**src/rtl/mts_pkg.sv**
```systemverilog
// shared types and constants of the address table scan engine
package mts_pkg;

    // register byte offsets
    localparam logic [7:0] MTS_OFS_CTRL      = 8'h00;
    localparam logic [7:0] MTS_OFS_ENTRY     = 8'h04;
    localparam logic [7:0] MTS_OFS_SCAN_CFG  = 8'h08;
    localparam logic [7:0] MTS_OFS_MOVE_CFG  = 8'h0C;
    localparam logic [7:0] MTS_OFS_PORT_FILT = 8'h10;
    localparam logic [7:0] MTS_OFS_POSITION  = 8'h14;
    localparam logic [7:0] MTS_OFS_HIT_COUNT = 8'h18;
    localparam logic [7:0] MTS_OFS_EVENTS    = 8'h1C;
    localparam logic [7:0] MTS_OFS_ROW_READ  = 8'h20;

    // reset values
    localparam logic [31:0] MTS_RST_ZERO      = 32'h0000_0000;
    localparam logic [31:0] MTS_RST_PORT_FILT = 32'hFFFF_FFFF;

    // command codes
    localparam logic [2:0] MTS_CMD_LEARN = 3'h0;
    localparam logic [2:0] MTS_CMD_SCAN  = 3'h5;

    // destination kind of a port-group pointer
    localparam logic [1:0] MTS_KIND_GROUP = 2'h3;

    // rewrite selects for inactivity counter and relearn marker
    localparam logic [1:0] MTS_SEL_KEEP = 2'h0;
    localparam logic [1:0] MTS_SEL_CLR  = 2'h1;
    localparam logic [1:0] MTS_SEL_SET  = 2'h2;

    // sticky event bit positions
    localparam int MTS_EV_INSERT_DONE  = 0;
    localparam int MTS_EV_SCAN_REMOVED = 1;
    localparam int MTS_EV_MATCH_FOUND  = 2;
    localparam int MTS_EV_INSERT_FAIL  = 3;
    localparam int MTS_EV_W            = 4;

    typedef struct packed {
        logic        entry_valid_bit;
        logic        entry_pinned;
        logic [1:0]  entry_dest_kind;
        logic [11:0] entry_dest_value;
        logic [10:0] entry_filter_domain;
        logic [1:0]  inactivity;
        logic [1:0]  aging_period_class;
        logic        relearn_marker;
    } mts_entry_t;

    typedef struct packed {
        logic [13:0] spare_hi;
        logic [1:0]  start_type;
        logic [7:0]  start_row;
        logic [3:0]  spare_lo;
        logic [2:0]  cmd;
        logic        table_op_trigger;
    } mts_ctrl_t;

    typedef struct packed {
        logic [10:0] spare;
        logic [1:0]  max_age;
        logic        software_aging_enable;
        logic        delete_hits_enable;
        logic        relocate_enable;
        logic [1:0]  relearn_rewrite_select;
        logic [1:0]  age_rewrite_select;
        logic [3:0]  interval_select_mask;
        logic        relearn_match_enable;
        logic        age_match_enable;
        logic        stale_only_enable;
        logic        skip_pinned_enable;
        logic        age_port_select_enable;
        logic        dest_match_enable;
        logic        domain_match_enable;
        logic        stop_on_hit_enable;
    } mts_scan_cfg_t;

    typedef struct packed {
        logic [3:0]  spare_hi;
        logic [11:0] dest_mask;
        logic [3:0]  spare_lo;
        logic [11:0] new_dest;
    } mts_move_cfg_t;

    // writable bits of each configuration register; the rest read zero
    localparam logic [31:0] MTS_CTRL_WMASK     = 32'h0003_FF0F;
    localparam logic [31:0] MTS_SCAN_CFG_WMASK = 32'h001F_FFFF;
    localparam logic [31:0] MTS_MOVE_CFG_WMASK = 32'h0FFF_0FFF;

endpackage

```
**src/rtl/mts_engine.sv**
```systemverilog
// address table command engine: learn insert and filtered scan, Avalon-MM slave
// What this block does
// learn with group kind stores destination as a port-group row pointer
// pinned entries are never aged or aged out by the engine
// command 0 with trigger inserts staged entry in the first free row, clears trigger, flags success; a full table flags failure
// command 5 with trigger starts a scan
// engine clears the trigger itself when the scan is finished
// walk rows from start; find-next stops on hit, scan-all modifies hits
// stop-on-hit bit chooses between find-next and scan-all
// scan starts at the configured row; row zero covers the whole table
// software resumes find-next from the row after the hit
// domain filter matches only the staged filtering domain
// destination filter compares kind and masked destination value
// age-port filter keeps only entries of ports selected for aging
// skip-pinned filter keeps only unpinned entries
// stale-only filter keeps entries whose counter reached maximum age
// interval mask selects which aging period classes match
// counter and relearn filters need equality with staged values
// hits get inactivity counter rewritten per its select
// hits get relearn marker rewritten per its select
// relocate replaces masked destination bits with the new value
// delete removes hits and raises the removed event
// software aging removes maxed entries, increments the others
// report last hit row, hit count, and match-found event
// software leaves configuration alone while the trigger is set
//
// The Avalon-MM register port and the register addresses were decided locally.
module mts_engine
    import mts_pkg::*;
#(
    parameter int ROWS      = 32,
    parameter int GROUP_W   = 6
) (
    input  wire logic        ref_clk,
    input  wire logic        arst_n,
    input  wire logic [7:0]  avs_address,
    input  wire logic        avs_read,
    input  wire logic        avs_write,
    input  wire logic [31:0] avs_writedata,
    input  wire logic [3:0]  avs_byteenable,
    output logic      [31:0] avs_readdata,
    output logic             avs_waitrequest
);

    localparam int ROW_W = $clog2(ROWS);

    if (ROWS < 2 || ROWS > 256 || (1 << ROW_W) != ROWS) begin : g_rows_check
        $error("ROWS must be a power of two from 2 to 256");
    end
    if (GROUP_W < 1 || GROUP_W > 12) begin : g_group_check
        $error("GROUP_W must be 1 to 12");
    end

    localparam logic [ROW_W-1:0] LAST_ROW   = ROW_W'(ROWS - 1);
    localparam logic [11:0]      GROUP_MASK = 12'((1 << GROUP_W) - 1);

    typedef enum logic [1:0] {ST_IDLE, ST_INSERT, ST_SCAN} mts_state_t;

    // reset release through two flops
    logic rst_meta_reg;
    logic rst_n_sync;
    always_ff @(posedge ref_clk or negedge arst_n) begin
        if (!arst_n) begin
            rst_meta_reg <= 1'b0;
            rst_n_sync   <= 1'b0;
        end else begin
            rst_meta_reg <= 1'b1;
            rst_n_sync   <= rst_meta_reg;
        end
    end

    mts_ctrl_t      ctrl_reg;
    mts_entry_t     staged_reg;
    mts_scan_cfg_t  scan_cfg_reg;
    mts_move_cfg_t  move_cfg_reg;
    logic [31:0]    port_filt_reg;
    logic [ROW_W-1:0] position_reg;
    logic [15:0]    hit_count_reg;
    logic [MTS_EV_W-1:0] events_reg;
    logic [31:0]    readdata_reg;
    logic           waitreq_reg;
    mts_state_t     state_reg;
    logic [ROW_W-1:0] ptr_reg;
    mts_entry_t     table_mem [ROWS];

    // ---------------- bus decode ----------------
    wire        bus_req     = avs_read | avs_write;
    wire        wr_fire     = avs_write & ~waitreq_reg;
    wire [31:0] be_mask     = {{8{avs_byteenable[3]}}, {8{avs_byteenable[2]}},
                               {8{avs_byteenable[1]}}, {8{avs_byteenable[0]}}};
    wire        hit_ctrl    = avs_address == MTS_OFS_CTRL;
    wire        hit_entry   = avs_address == MTS_OFS_ENTRY;
    wire        hit_scan    = avs_address == MTS_OFS_SCAN_CFG;
    wire        hit_move    = avs_address == MTS_OFS_MOVE_CFG;
    wire        hit_pfilt   = avs_address == MTS_OFS_PORT_FILT;
    wire        hit_pos     = avs_address == MTS_OFS_POSITION;
    wire        hit_cnt     = avs_address == MTS_OFS_HIT_COUNT;
    wire        hit_events  = avs_address == MTS_OFS_EVENTS;
    wire        hit_rowrd   = avs_address == MTS_OFS_ROW_READ;

    function automatic logic [31:0] merge(input logic [31:0] old_v,
                                          input logic [31:0] new_v,
                                          input logic [31:0] lanes,
                                          input logic [31:0] wmask);
        merge = ((old_v & ~lanes) | (new_v & lanes)) & wmask;
    endfunction

    wire [31:0] rd_mux =
        hit_ctrl   ? 32'(ctrl_reg)                          :
        hit_entry  ? 32'(staged_reg)                        :
        hit_scan   ? 32'(scan_cfg_reg)                      :
        hit_move   ? 32'(move_cfg_reg)                      :
        hit_pfilt  ? port_filt_reg                          :
        hit_pos    ? 32'(position_reg)                      :
        hit_cnt    ? 32'(hit_count_reg)                     :
        hit_events ? 32'(events_reg)                        :
        hit_rowrd  ? 32'(table_mem[position_reg])           :
                     MTS_RST_ZERO;

    // one-cycle answer: waitrequest drops the cycle after a request appears
    always_ff @(posedge ref_clk or negedge rst_n_sync) begin
        if (!rst_n_sync) begin
            waitreq_reg  <= 1'b1;
            readdata_reg <= MTS_RST_ZERO;
        end else begin
            waitreq_reg <= ~(bus_req & waitreq_reg);
            if (avs_read && waitreq_reg) begin
                readdata_reg <= rd_mux;
            end
        end
    end

    assign avs_waitrequest = waitreq_reg;
    assign avs_readdata    = readdata_reg;

    // ---------------- current row evaluation ----------------
    wire mts_entry_t cur = table_mem[ptr_reg];

    wire dom_ok   = ~scan_cfg_reg.domain_match_enable
                  | (cur.entry_filter_domain == staged_reg.entry_filter_domain);
    wire dest_ok  = ~scan_cfg_reg.dest_match_enable
                  | ((cur.entry_dest_kind == staged_reg.entry_dest_kind)
                     && (((cur.entry_dest_value ^ staged_reg.entry_dest_value)
                          & move_cfg_reg.dest_mask) == 12'h000));
    // low half selects local ports, high half other units, by the low port bits
    wire port_sel = (cur.entry_dest_kind == 2'h0)
                  ? port_filt_reg[{1'b0, cur.entry_dest_value[3:0]}]
                  : port_filt_reg[{1'b1, cur.entry_dest_value[3:0]}];
    wire port_ok  = ~scan_cfg_reg.age_port_select_enable | port_sel;
    wire lock_ok  = ~scan_cfg_reg.skip_pinned_enable | ~cur.entry_pinned;
    wire stale_ok = ~scan_cfg_reg.stale_only_enable
                  | (cur.inactivity == scan_cfg_reg.max_age);
    wire intv_ok  = scan_cfg_reg.interval_select_mask[cur.aging_period_class];
    wire age_ok   = ~scan_cfg_reg.age_match_enable
                  | (cur.inactivity == staged_reg.inactivity);
    wire rl_ok    = ~scan_cfg_reg.relearn_match_enable
                  | (cur.relearn_marker == staged_reg.relearn_marker);
    wire row_hit  = cur.entry_valid_bit & dom_ok & dest_ok & port_ok & lock_ok
                  & stale_ok & intv_ok & age_ok & rl_ok;

    // ---------------- modification of a hit in scan-all ----------------
    wire [1:0] age_sel_v =
        (scan_cfg_reg.age_rewrite_select == MTS_SEL_CLR) ? 2'h0                 :
        (scan_cfg_reg.age_rewrite_select == MTS_SEL_SET) ? scan_cfg_reg.max_age :
                                                           cur.inactivity;
    wire       rl_sel_v  =
        (scan_cfg_reg.relearn_rewrite_select == MTS_SEL_CLR) ? 1'b0 :
        (scan_cfg_reg.relearn_rewrite_select == MTS_SEL_SET) ? 1'b1 :
                                                               cur.relearn_marker;
    wire       sw_age    = scan_cfg_reg.software_aging_enable & ~cur.entry_pinned;
    wire       aged_out  = sw_age & (cur.inactivity == scan_cfg_reg.max_age);
    wire [1:0] age_new   = (sw_age && !aged_out) ? 2'(cur.inactivity + 2'h1)
                                                 : age_sel_v;
    wire       removing  = scan_cfg_reg.delete_hits_enable | aged_out;
    wire [11:0] moved    = (cur.entry_dest_value & ~move_cfg_reg.dest_mask)
                         | (move_cfg_reg.new_dest & move_cfg_reg.dest_mask);

    mts_entry_t modified;
    always_comb begin
        modified                    = cur;
        modified.inactivity         = age_new;
        modified.relearn_marker     = rl_sel_v;
        if (scan_cfg_reg.relocate_enable) begin
            modified.entry_dest_value = moved;
        end
        if (removing) begin
            modified.entry_valid_bit  = 1'b0;
        end
    end

    // staged entry as it goes into the table
    mts_entry_t insert_v;
    always_comb begin
        insert_v = staged_reg;
        if (staged_reg.entry_dest_kind == MTS_KIND_GROUP) begin
            insert_v.entry_dest_value = staged_reg.entry_dest_value & GROUP_MASK;
        end
    end

    // ---------------- engine sequencing ----------------
    wire        start_req  = (state_reg == ST_IDLE) && ctrl_reg.table_op_trigger;
    wire        at_end     = ptr_reg == LAST_ROW;
    wire        ins_free   = (state_reg == ST_INSERT) && !cur.entry_valid_bit;
    wire        ins_fail   = (state_reg == ST_INSERT) && cur.entry_valid_bit && at_end;
    wire        scan_step  = state_reg == ST_SCAN;
    wire        scan_hit   = scan_step && row_hit;
    wire        stop_now   = scan_hit && scan_cfg_reg.stop_on_hit_enable;
    wire        scan_done  = scan_step && (stop_now || at_end);
    wire        bad_cmd    = start_req && (ctrl_reg.cmd != MTS_CMD_LEARN)
                                      && (ctrl_reg.cmd != MTS_CMD_SCAN);
    wire        op_done    = ins_free || ins_fail || scan_done || bad_cmd;
    // find-next only reports, scan-all rewrites every hit
    wire        tbl_wr     = ins_free || (scan_hit && !scan_cfg_reg.stop_on_hit_enable);
    wire mts_entry_t tbl_wdata = ins_free ? insert_v : modified;

    wire [MTS_EV_W-1:0] ev_set;
    assign ev_set[MTS_EV_INSERT_DONE]  = ins_free;
    assign ev_set[MTS_EV_SCAN_REMOVED] = tbl_wr && scan_step && removing;
    assign ev_set[MTS_EV_MATCH_FOUND]  = scan_hit;
    assign ev_set[MTS_EV_INSERT_FAIL]  = ins_fail;
    wire [MTS_EV_W-1:0] ev_clr = (wr_fire && hit_events)
                               ? avs_writedata[MTS_EV_W-1:0] & be_mask[MTS_EV_W-1:0]
                               : '0;

    mts_state_t state_next;
    always_comb begin
        state_next = state_reg;
        case (state_reg)
            ST_IDLE: begin
                if (start_req && ctrl_reg.cmd == MTS_CMD_LEARN) begin
                    state_next = ST_INSERT;
                end else if (start_req && ctrl_reg.cmd == MTS_CMD_SCAN) begin
                    state_next = ST_SCAN;
                end
            end
            ST_INSERT: begin
                if (ins_free || ins_fail) begin
                    state_next = ST_IDLE;
                end
            end
            ST_SCAN: begin
                if (scan_done) begin
                    state_next = ST_IDLE;
                end
            end
            default: state_next = ST_IDLE;
        endcase
    end

    wire [ROW_W-1:0] ptr_next =
        (start_req && ctrl_reg.cmd == MTS_CMD_SCAN) ? ctrl_reg.start_row[ROW_W-1:0] :
        start_req                                   ? '0                            :
        (state_reg != ST_IDLE && !at_end)           ? ROW_W'(ptr_reg + 1'b1)        :
                                                      ptr_reg;

    always_ff @(posedge ref_clk or negedge rst_n_sync) begin
        if (!rst_n_sync) begin
            state_reg <= ST_IDLE;
            ptr_reg   <= '0;
        end else begin
            state_reg <= state_next;
            ptr_reg   <= ptr_next;
        end
    end

    // ---------------- configuration registers ----------------
    always_ff @(posedge ref_clk or negedge rst_n_sync) begin
        if (!rst_n_sync) begin
            ctrl_reg      <= mts_ctrl_t'(MTS_RST_ZERO);
            staged_reg    <= mts_entry_t'(MTS_RST_ZERO);
            scan_cfg_reg  <= mts_scan_cfg_t'(MTS_RST_ZERO);
            move_cfg_reg  <= mts_move_cfg_t'(MTS_RST_ZERO);
            port_filt_reg <= MTS_RST_PORT_FILT;
        end else begin
            if (wr_fire && hit_ctrl) begin
                ctrl_reg <= mts_ctrl_t'(merge(32'(ctrl_reg), avs_writedata, be_mask,
                                              MTS_CTRL_WMASK));
            end else if (op_done) begin
                ctrl_reg.table_op_trigger <= 1'b0;
            end
            if (wr_fire && hit_entry) begin
                staged_reg <= mts_entry_t'(merge(32'(staged_reg), avs_writedata, be_mask,
                                                 32'hFFFF_FFFF));
            end
            if (wr_fire && hit_scan) begin
                scan_cfg_reg <= mts_scan_cfg_t'(merge(32'(scan_cfg_reg), avs_writedata,
                                                      be_mask, MTS_SCAN_CFG_WMASK));
            end
            if (wr_fire && hit_move) begin
                move_cfg_reg <= mts_move_cfg_t'(merge(32'(move_cfg_reg), avs_writedata,
                                                      be_mask, MTS_MOVE_CFG_WMASK));
            end
            if (wr_fire && hit_pfilt) begin
                port_filt_reg <= merge(port_filt_reg, avs_writedata, be_mask,
                                       32'hFFFF_FFFF);
            end
        end
    end

    // ---------------- status and events ----------------
    always_ff @(posedge ref_clk or negedge rst_n_sync) begin
        if (!rst_n_sync) begin
            position_reg  <= '0;
            hit_count_reg <= '0;
            events_reg    <= '0;
        end else begin
            // set beats a clear in the same cycle
            events_reg <= (events_reg & ~ev_clr) | ev_set;
            if (start_req && ctrl_reg.cmd == MTS_CMD_SCAN) begin
                hit_count_reg <= '0;
            end else if (scan_hit) begin
                hit_count_reg <= 16'(hit_count_reg + 1'b1);
            end
            if (scan_hit || ins_free) begin
                position_reg <= ptr_reg;
            end
        end
    end

    // ---------------- table storage ----------------
    always_ff @(posedge ref_clk or negedge rst_n_sync) begin
        if (!rst_n_sync) begin
            table_mem <= '{default: '0};
        end else if (tbl_wr) begin
            table_mem[ptr_reg] <= tbl_wdata;
        end
    end

endmodule

```
**config.mk**
```make
export PLATFORM = sky130hd
export DESIGN_NAME = mts_engine
export DESIGN_NICKNAME = d
export VERILOG_FILES = /design/src/rtl/mts_pkg.sv /design/src/rtl/mts_engine.sv
export SDC_FILE = /design/constraint.sdc
export NUM_CORES = 2
export LEC_CHECK = 0
export ABC_CLOCK_PERIOD_IN_PS = 50200
export BUFFER_PORTS_ARGS = -buffer_cell sky130_fd_sc_hd__buf_2
export CAP_MARGIN = 20
export CORE_UTILIZATION = 64
export CTS_CLUSTER_SIZE = 30
export DETAILED_ROUTE_END_ITERATION = 7
export PLACE_DENSITY_LB_ADDON = 0.05
export SETUP_SLACK_MARGIN = 0.4
export SYNTH_ARGS = -nofsm -noshare
export SYNTH_HDL_FRONTEND = slang
export SYNTH_SLANG_ARGS = --single-unit
```
**constraint.sdc**
```tcl
create_clock -name ref_clk -period 50.2 [get_ports ref_clk]
set_clock_uncertainty 0.1 [all_clocks]
set_input_delay 10.04 -clock ref_clk [delete_from_list [all_inputs] [get_ports ref_clk]]
set_output_delay 10.04 -clock ref_clk [all_outputs]
set_load 0.01 [all_outputs]
```
# Yosys cells after proc, flatten, opt, wreduce, memory -nomap -nowiden
# Index checks and enable logic that the tools add are counted.
classes:
  eq_ne: 26
  n_lt_le_gt_ge: 6
  reduce_logical: 46
  n_addsub: 3
  muxes: 47
  bitwise_logic: 55
op_table:
  columns: ["cell", "count"]
  rows:
  - ["bitwise mux 1024 bit", 1]
  - ["two-way mux 32 bit", 15]
  - ["binary-select mux 32 bit (select 5 bit)", 2]
  - ["demux 32 bit (select 5 bit)", 1]
  - ["bitwise AND 32 bit", 3]
  - ["OR 32 bit", 2]
  - ["bitwise AND 12 bit", 3]
  - ["== test 8 x 5 -> 1 bit (second input constant)", 4]
  - ["two-way mux 16 bit", 2]
  - ["inverter 32 bit", 1]
  - ["bitwise AND 28 bit", 1]
  - ["OR 28 bit", 1]
  - ["logical AND 1 bit", 25]
  - ["two-way mux 12 bit", 2]
  - ["bitwise AND 21 bit", 1]
  - ["OR 21 bit", 1]
  - ["bitwise AND 18 bit", 1]
  - ["OR 18 bit", 1]
  - ["adder 16 x 1 -> 16 bit (second input constant)", 1]
  - ["== test 8 x 4 -> 1 bit (second input constant)", 2]
  - ["two-way mux 5 bit", 3]
  - ["two-way mux 2 bit", 7]
  - ["bitwise AND 1 bit", 12]
  - ["greater-or-equal comparator 6 bit (second input constant)", 2]
  - ["41 further kinds", 89]
word_totals:
  in_bits: 48
  regBits: 1214
  wordCells: 478

# Logic depth before layout (Yosys ltp)
logic_depth:
  ltp_word: 24
  depth_mapped: 20
  depth_no_buf: 11

# Worst setup path before layout
# No wires, ideal clock.
synth_path:
  kind: "input -> register"
  startpoint: "input port avs_address[7]"
  endpoint: "register (tool-made name)"
  n_path_buf: 3
  arrival_time_ns: 12.189
  required_ns: 49.975
  path_stages: 8
  setup_slack_ns: 37.787
  cell_sequence: "nor4_1 and3_1 clkbuf_1 and2_1 clkbuf_1 clkbuf_1 nand3_1 mux2_2"
synth_rtl:
  columns: ["item", "line", "text"]
  rows:
  - ["start, declared", "mts_engine.sv:36", "input wire logic [7:0] avs_address,"]

# Final worst setup path
layout_path:
  startpoint: "input port avs_address[2]"
  endpoint: "register readdata_reg[2], in the netlist avs_readdata[2]"
layout_via:
  elab_chain_cells: 10
  word_cells_on_any_way: 18
layout_lines:
  columns: ["item", "line", "text"]
  rows:
  - ["== test 8 x 6 -> 1 bit", "mts_engine.sv:99", "wire hit_rowrd = avs_address == MTS_OFS_ROW_READ;"]
  - ["two-way mux 32 bit", "mts_engine.sv:117", "hit_rowrd ? 32'(table_mem[position_reg]) :"]
  - ["two-way mux 32 bit", "mts_engine.sv:116", "hit_events ? 32'(events_reg) :"]
  - ["two-way mux 32 bit", "mts_engine.sv:115", "hit_cnt ? 32'(hit_count_reg) :"]
  - ["two-way mux 32 bit", "mts_engine.sv:114", "hit_pos ? 32'(position_reg) :"]
  - ["two-way mux 32 bit", "mts_engine.sv:113", "hit_pfilt ? port_filt_reg :"]
  - ["two-way mux 32 bit", "mts_engine.sv:112", "hit_move ? 32'(move_cfg_reg) :"]
  - ["two-way mux 32 bit", "mts_engine.sv:111", "hit_scan ? 32'(scan_cfg_reg) :"]
  - ["two-way mux 32 bit", "mts_engine.sv:110", "hit_entry ? 32'(staged_reg) :"]
  - ["two-way mux 32 bit (*)", "mts_engine.sv:109", "hit_ctrl ? 32'(ctrl_reg) :"]
  - ["end signal, assigned", "mts_engine.sv:128", "readdata_reg <= rd_mux;"]
  - ["end, declared", "mts_engine.sv:80", "logic [31:0] readdata_reg;"]
# Mark *: on every way between the ends. The rest lies on a longest branch, timed or not.
# A chain may end at the register's enable or synchronous reset.

==> impl_metrics.csv <==
group,metric,value,unit
worst_hold_path,min_path_type,"reg2reg",
sta,timing_hold_violations_final,0,
floorplan,dieArea,100000,µm²
power_and_ir_drop,seqPwrFrac,36.0,%
clock_tree,cts_buffers,136,
floorplan,die_h,316,µm
power_and_ir_drop,power,2.88,mW
floorplan,coreArea,97300,µm²
critical_path,cp-start-kind,"input port",
critical_path,critPathBufInv,1,
power_and_ir_drop,p_comb_share,27.6,%
clock_tree,htree_levels,4,
critical_path,required,50.77,ns
cells_and_area,layout-drive-gt1-share,24.5,%
clock_tree,cts_buffer_depth,3,
detailed_routing,drtIter0Drc,7680,
placement,place_area,64400,µm²
synth,synthesis.nets,4818,
placement,dpl.hpwl,151000,µm
synth,avgSynthCellArea,13.3,µm²
critical_path,ff2ff_setup_slack,40.50,ns
run,cap_violations,0,
power_and_ir_drop,internal_power,1.87,mW
placement,gp_congestion,0.999,
global_route,grt_pass1_wl,343000,µm
power_and_ir_drop,vdd.ir_drop.worst,44.5,µV
critical_path,critPathMaxStageDelay,0.99,ns
synth,yosys_warnings,0,
detailed_routing,antenna_left,0,
sta,fin_tns_setup,0,ns
cells_and_area,mostFrequentLayoutCell,"dfrtp_1",
synth,synthCells,4764,
clock_tree,clock-sinks,1214,
clock_tree,worstSkewPairLatency,0.76,ns
cells_and_area,post-route-cell-area,69200,µm²
worst_hold_path,min_from,"rst_meta_reg",
placement,io_buffer_count,80,
critical_path,reg2reg_from,"ptr_reg[1]",
detailed_routing,drt-total-wl,239000,µm
critical_path,r2r_end,"table_mem[1016]",
sta,slew_headroom,16.4,%
critical_path,crit_fanout,35,
clock_tree,cts_setup_buffers,0,
power_and_ir_drop,swShare,35.1,%
clock_tree,ctsHoldBuffers,0,
critical_path,criticalPathCategory,"in2reg",
sta,min_period,12.75,ns
critical_path,cp_slowest_cell,"nand3_1",
synth,netlist_area,63300,µm²
sta,max_clock_freq,78.4,MHz
critical_path,crit_family,"simple AND/OR/NAND/NOR gates",
global_route,grt_usage,48.0,%
clock_tree,cts_tree,"built",
synth,synth_seq_cells,1214,
cells_and_area,area_delta_synth_final,9.41,%
synth,ys.flop_type,"dfrtp_1",
status,violations,"design-rule violations",
sta,grt_setup_unrepaired,"no",
critical_path,path_cells,"buf_2, nor4_1, nand3_1, o22ai_1, mux2i_1, a32oi_1, a211o_1, o21ai_0, o21ai_0",
synth,synth_edf_count,0,
synth,synthArstFlopShare,100,%
power_and_ir_drop,p_sw,1.01,mW
synth,yosysUniqueCellTypes,81,
critical_path,cpMostUsedCell,"o21ai_0",
power_and_ir_drop,power_density,41.6,nW/µm²
detailed_routing,via_per_inst,8.19,
sta,fin_crit_sh,25.4,%
detailed_routing,drt_first_pass_iters,8,
critical_path,crit_path_end_kind,"flip-flop",
sta,worst_pin_slew,1.25,ns
floorplan,io_pins,81,
floorplan,initial_core_util,65.0,%
sta,setup_viol,0,
power_and_ir_drop,p_leak,27.8,nW
global_route,grt_pass1_vias,47500,
clock_tree,path_clk_slew,0.06,ns
cells_and_area,nNetsFinal,4714,
critical_path,cp_num_cells,9,
global_route,grt_overflow,0,
sta,slew_viol_final,0,
detailed_routing,drc_errors,1,
clock_tree,cts_resized,0,
critical_path,arrival,13.32,ns
floorplan,rows,114,
clock_tree,cts-root-buf,"clkbuf_16",
cells_and_area,layout_common_cells,"dfrtp_1 (1172), o2bb2ai_1 (512), mux2i_1 (452)",
global_route,grt_max_degree,162,
worst_hold_path,hold_depth,0,
status,status,"finished, violations left",
critical_path,r2r_cells,14,
worst_hold_path,min_to,"rst_n_sync",
floorplan,die_w,316,µm
synth,yosysSeqAreaShare,48.1,%
detailed_routing,vias,49500,
global_route,antenna_found_initial,15,
detailed_routing,routedWlPerCell,39.6,µm
power_and_ir_drop,p_clk_share,36.4,%
how the worst max path moves through the flow:
stage	start	end	slack, ns
after floorplan	rst_n_sync	asynchronous set/reset pin	13.81
after global placement	avs_address[2]	avs_readdata[2]	36.91
after detailed placement	avs_address[2]	avs_readdata[2]	36.82
after CTS	avs_address[2]	avs_readdata[2]	37.59
after global routing	avs_address[2]	avs_readdata[2]	37.34
final	avs_address[2]	avs_readdata[2]	37.45
per-stage QoR:
| step | hold WS (ns) | std cells | utilization, % | worst slack (ns) |
|---|---|---|---|---|
| after CTS | 0.253 | 6025 | 71.0 | 37.59 |
| after global placement | 0.236 | 5782 | 66.1 | 36.91 |
| final | 0.249 | 6038 | 71.1 | 37.45 |
| after global routing | 0.255 | 6035 | 71.1 | 37.34 |
| after detailed placement | 0.240 | 5788 | 66.2 | 36.82 |
| after floorplan | 0.231 | 4764 | - | 13.81 |
power groups by stage:
stage | clock [mW] | sequential, mW | combinational, mW
finish | 1.05 | 1.04 | 0.795
detailed placement | 0 | 1.05 | 0.750
global route | 1.08 | 1.04 | 0.802
CTS | 1.04 | 1.03 | 0.752
floorplan | 0 | 1.03 | 0.490
global placement | 0 | 1.05 | 0.747
layout make-up:
cell class / instances / area (µm²)
Antenna cell: 3 / 7.51
Clock buffer: 206 / 4200
Fill cell: 6737 / 28100
Clock inverter: 31 / 440
Tap cell: 1276 / 1600
Sequential cell: 1214 / 30400
Timing Repair Buffer: 262 / 1990
Inverter: 15 / 56.3
Multi-Input combinational cell: 3031 / 30500
layer usage:
metal | global-route usage (%) | part of all wire (%) | up-vias
li1 | - | - | 19000
met1 | 62.8 | 36 | 25600
met2 | 66.0 | 42 | 4146
met3 | 25.7 | 17 | 750
met4 | 20.7 | 4.7 | 22
met5 | 0.758 | 0.12 | -
Yosys cell counts, types with 15 or more instances:
master / instances / area [µm²]
a2bb2oi_1: 449 / 3930
and3_1: 25 / 156
o2bb2ai_1: 512 / 4480
and2_1: 20 / 125
mux2_2: 155 / 1750
nor4_1: 48 / 300
o22ai_1: 202 / 1260
mux4_2: 378 / 8510
o22a_1: 33 / 289
o21ai_2: 33 / 289
a22oi_1: 23 / 173
or3_1: 15 / 93.8
nor2_1: 61 / 229
a21oi_1: 51 / 255
a22o_1: 38 / 333
buf_1: 46 / 173
dfstp_2: 33 / 867
a21oi_4: 29 / 472
buf_4: 64 / 480
nor3_1: 16 / 80.1
buf_2: 182 / 911
dfrtp_1: 1181 / 29600
nand2_1: 169 / 634
o21ai_0: 81 / 405
a222oi_1: 19 / 190
clkbuf_1: 202 / 758
nand3_1: 39 / 195
mux2i_1: 452 / 4520
kinds of logic after synthesis:
kind of cell             share of synthesized area [%]
buffers and inverters                             3.94
AND/OR/NAND/NOR                                   3.61
XOR/XNOR                                         0.332
AO/OA/AOI/OAI                                     20.5
adder cells (fa/ha/maj)                          0.135
multiplexers                                      23.4
flip-flops                                        48.1
other                                          0.00593
No activity file was read; power rests on OpenSTA's default activity.
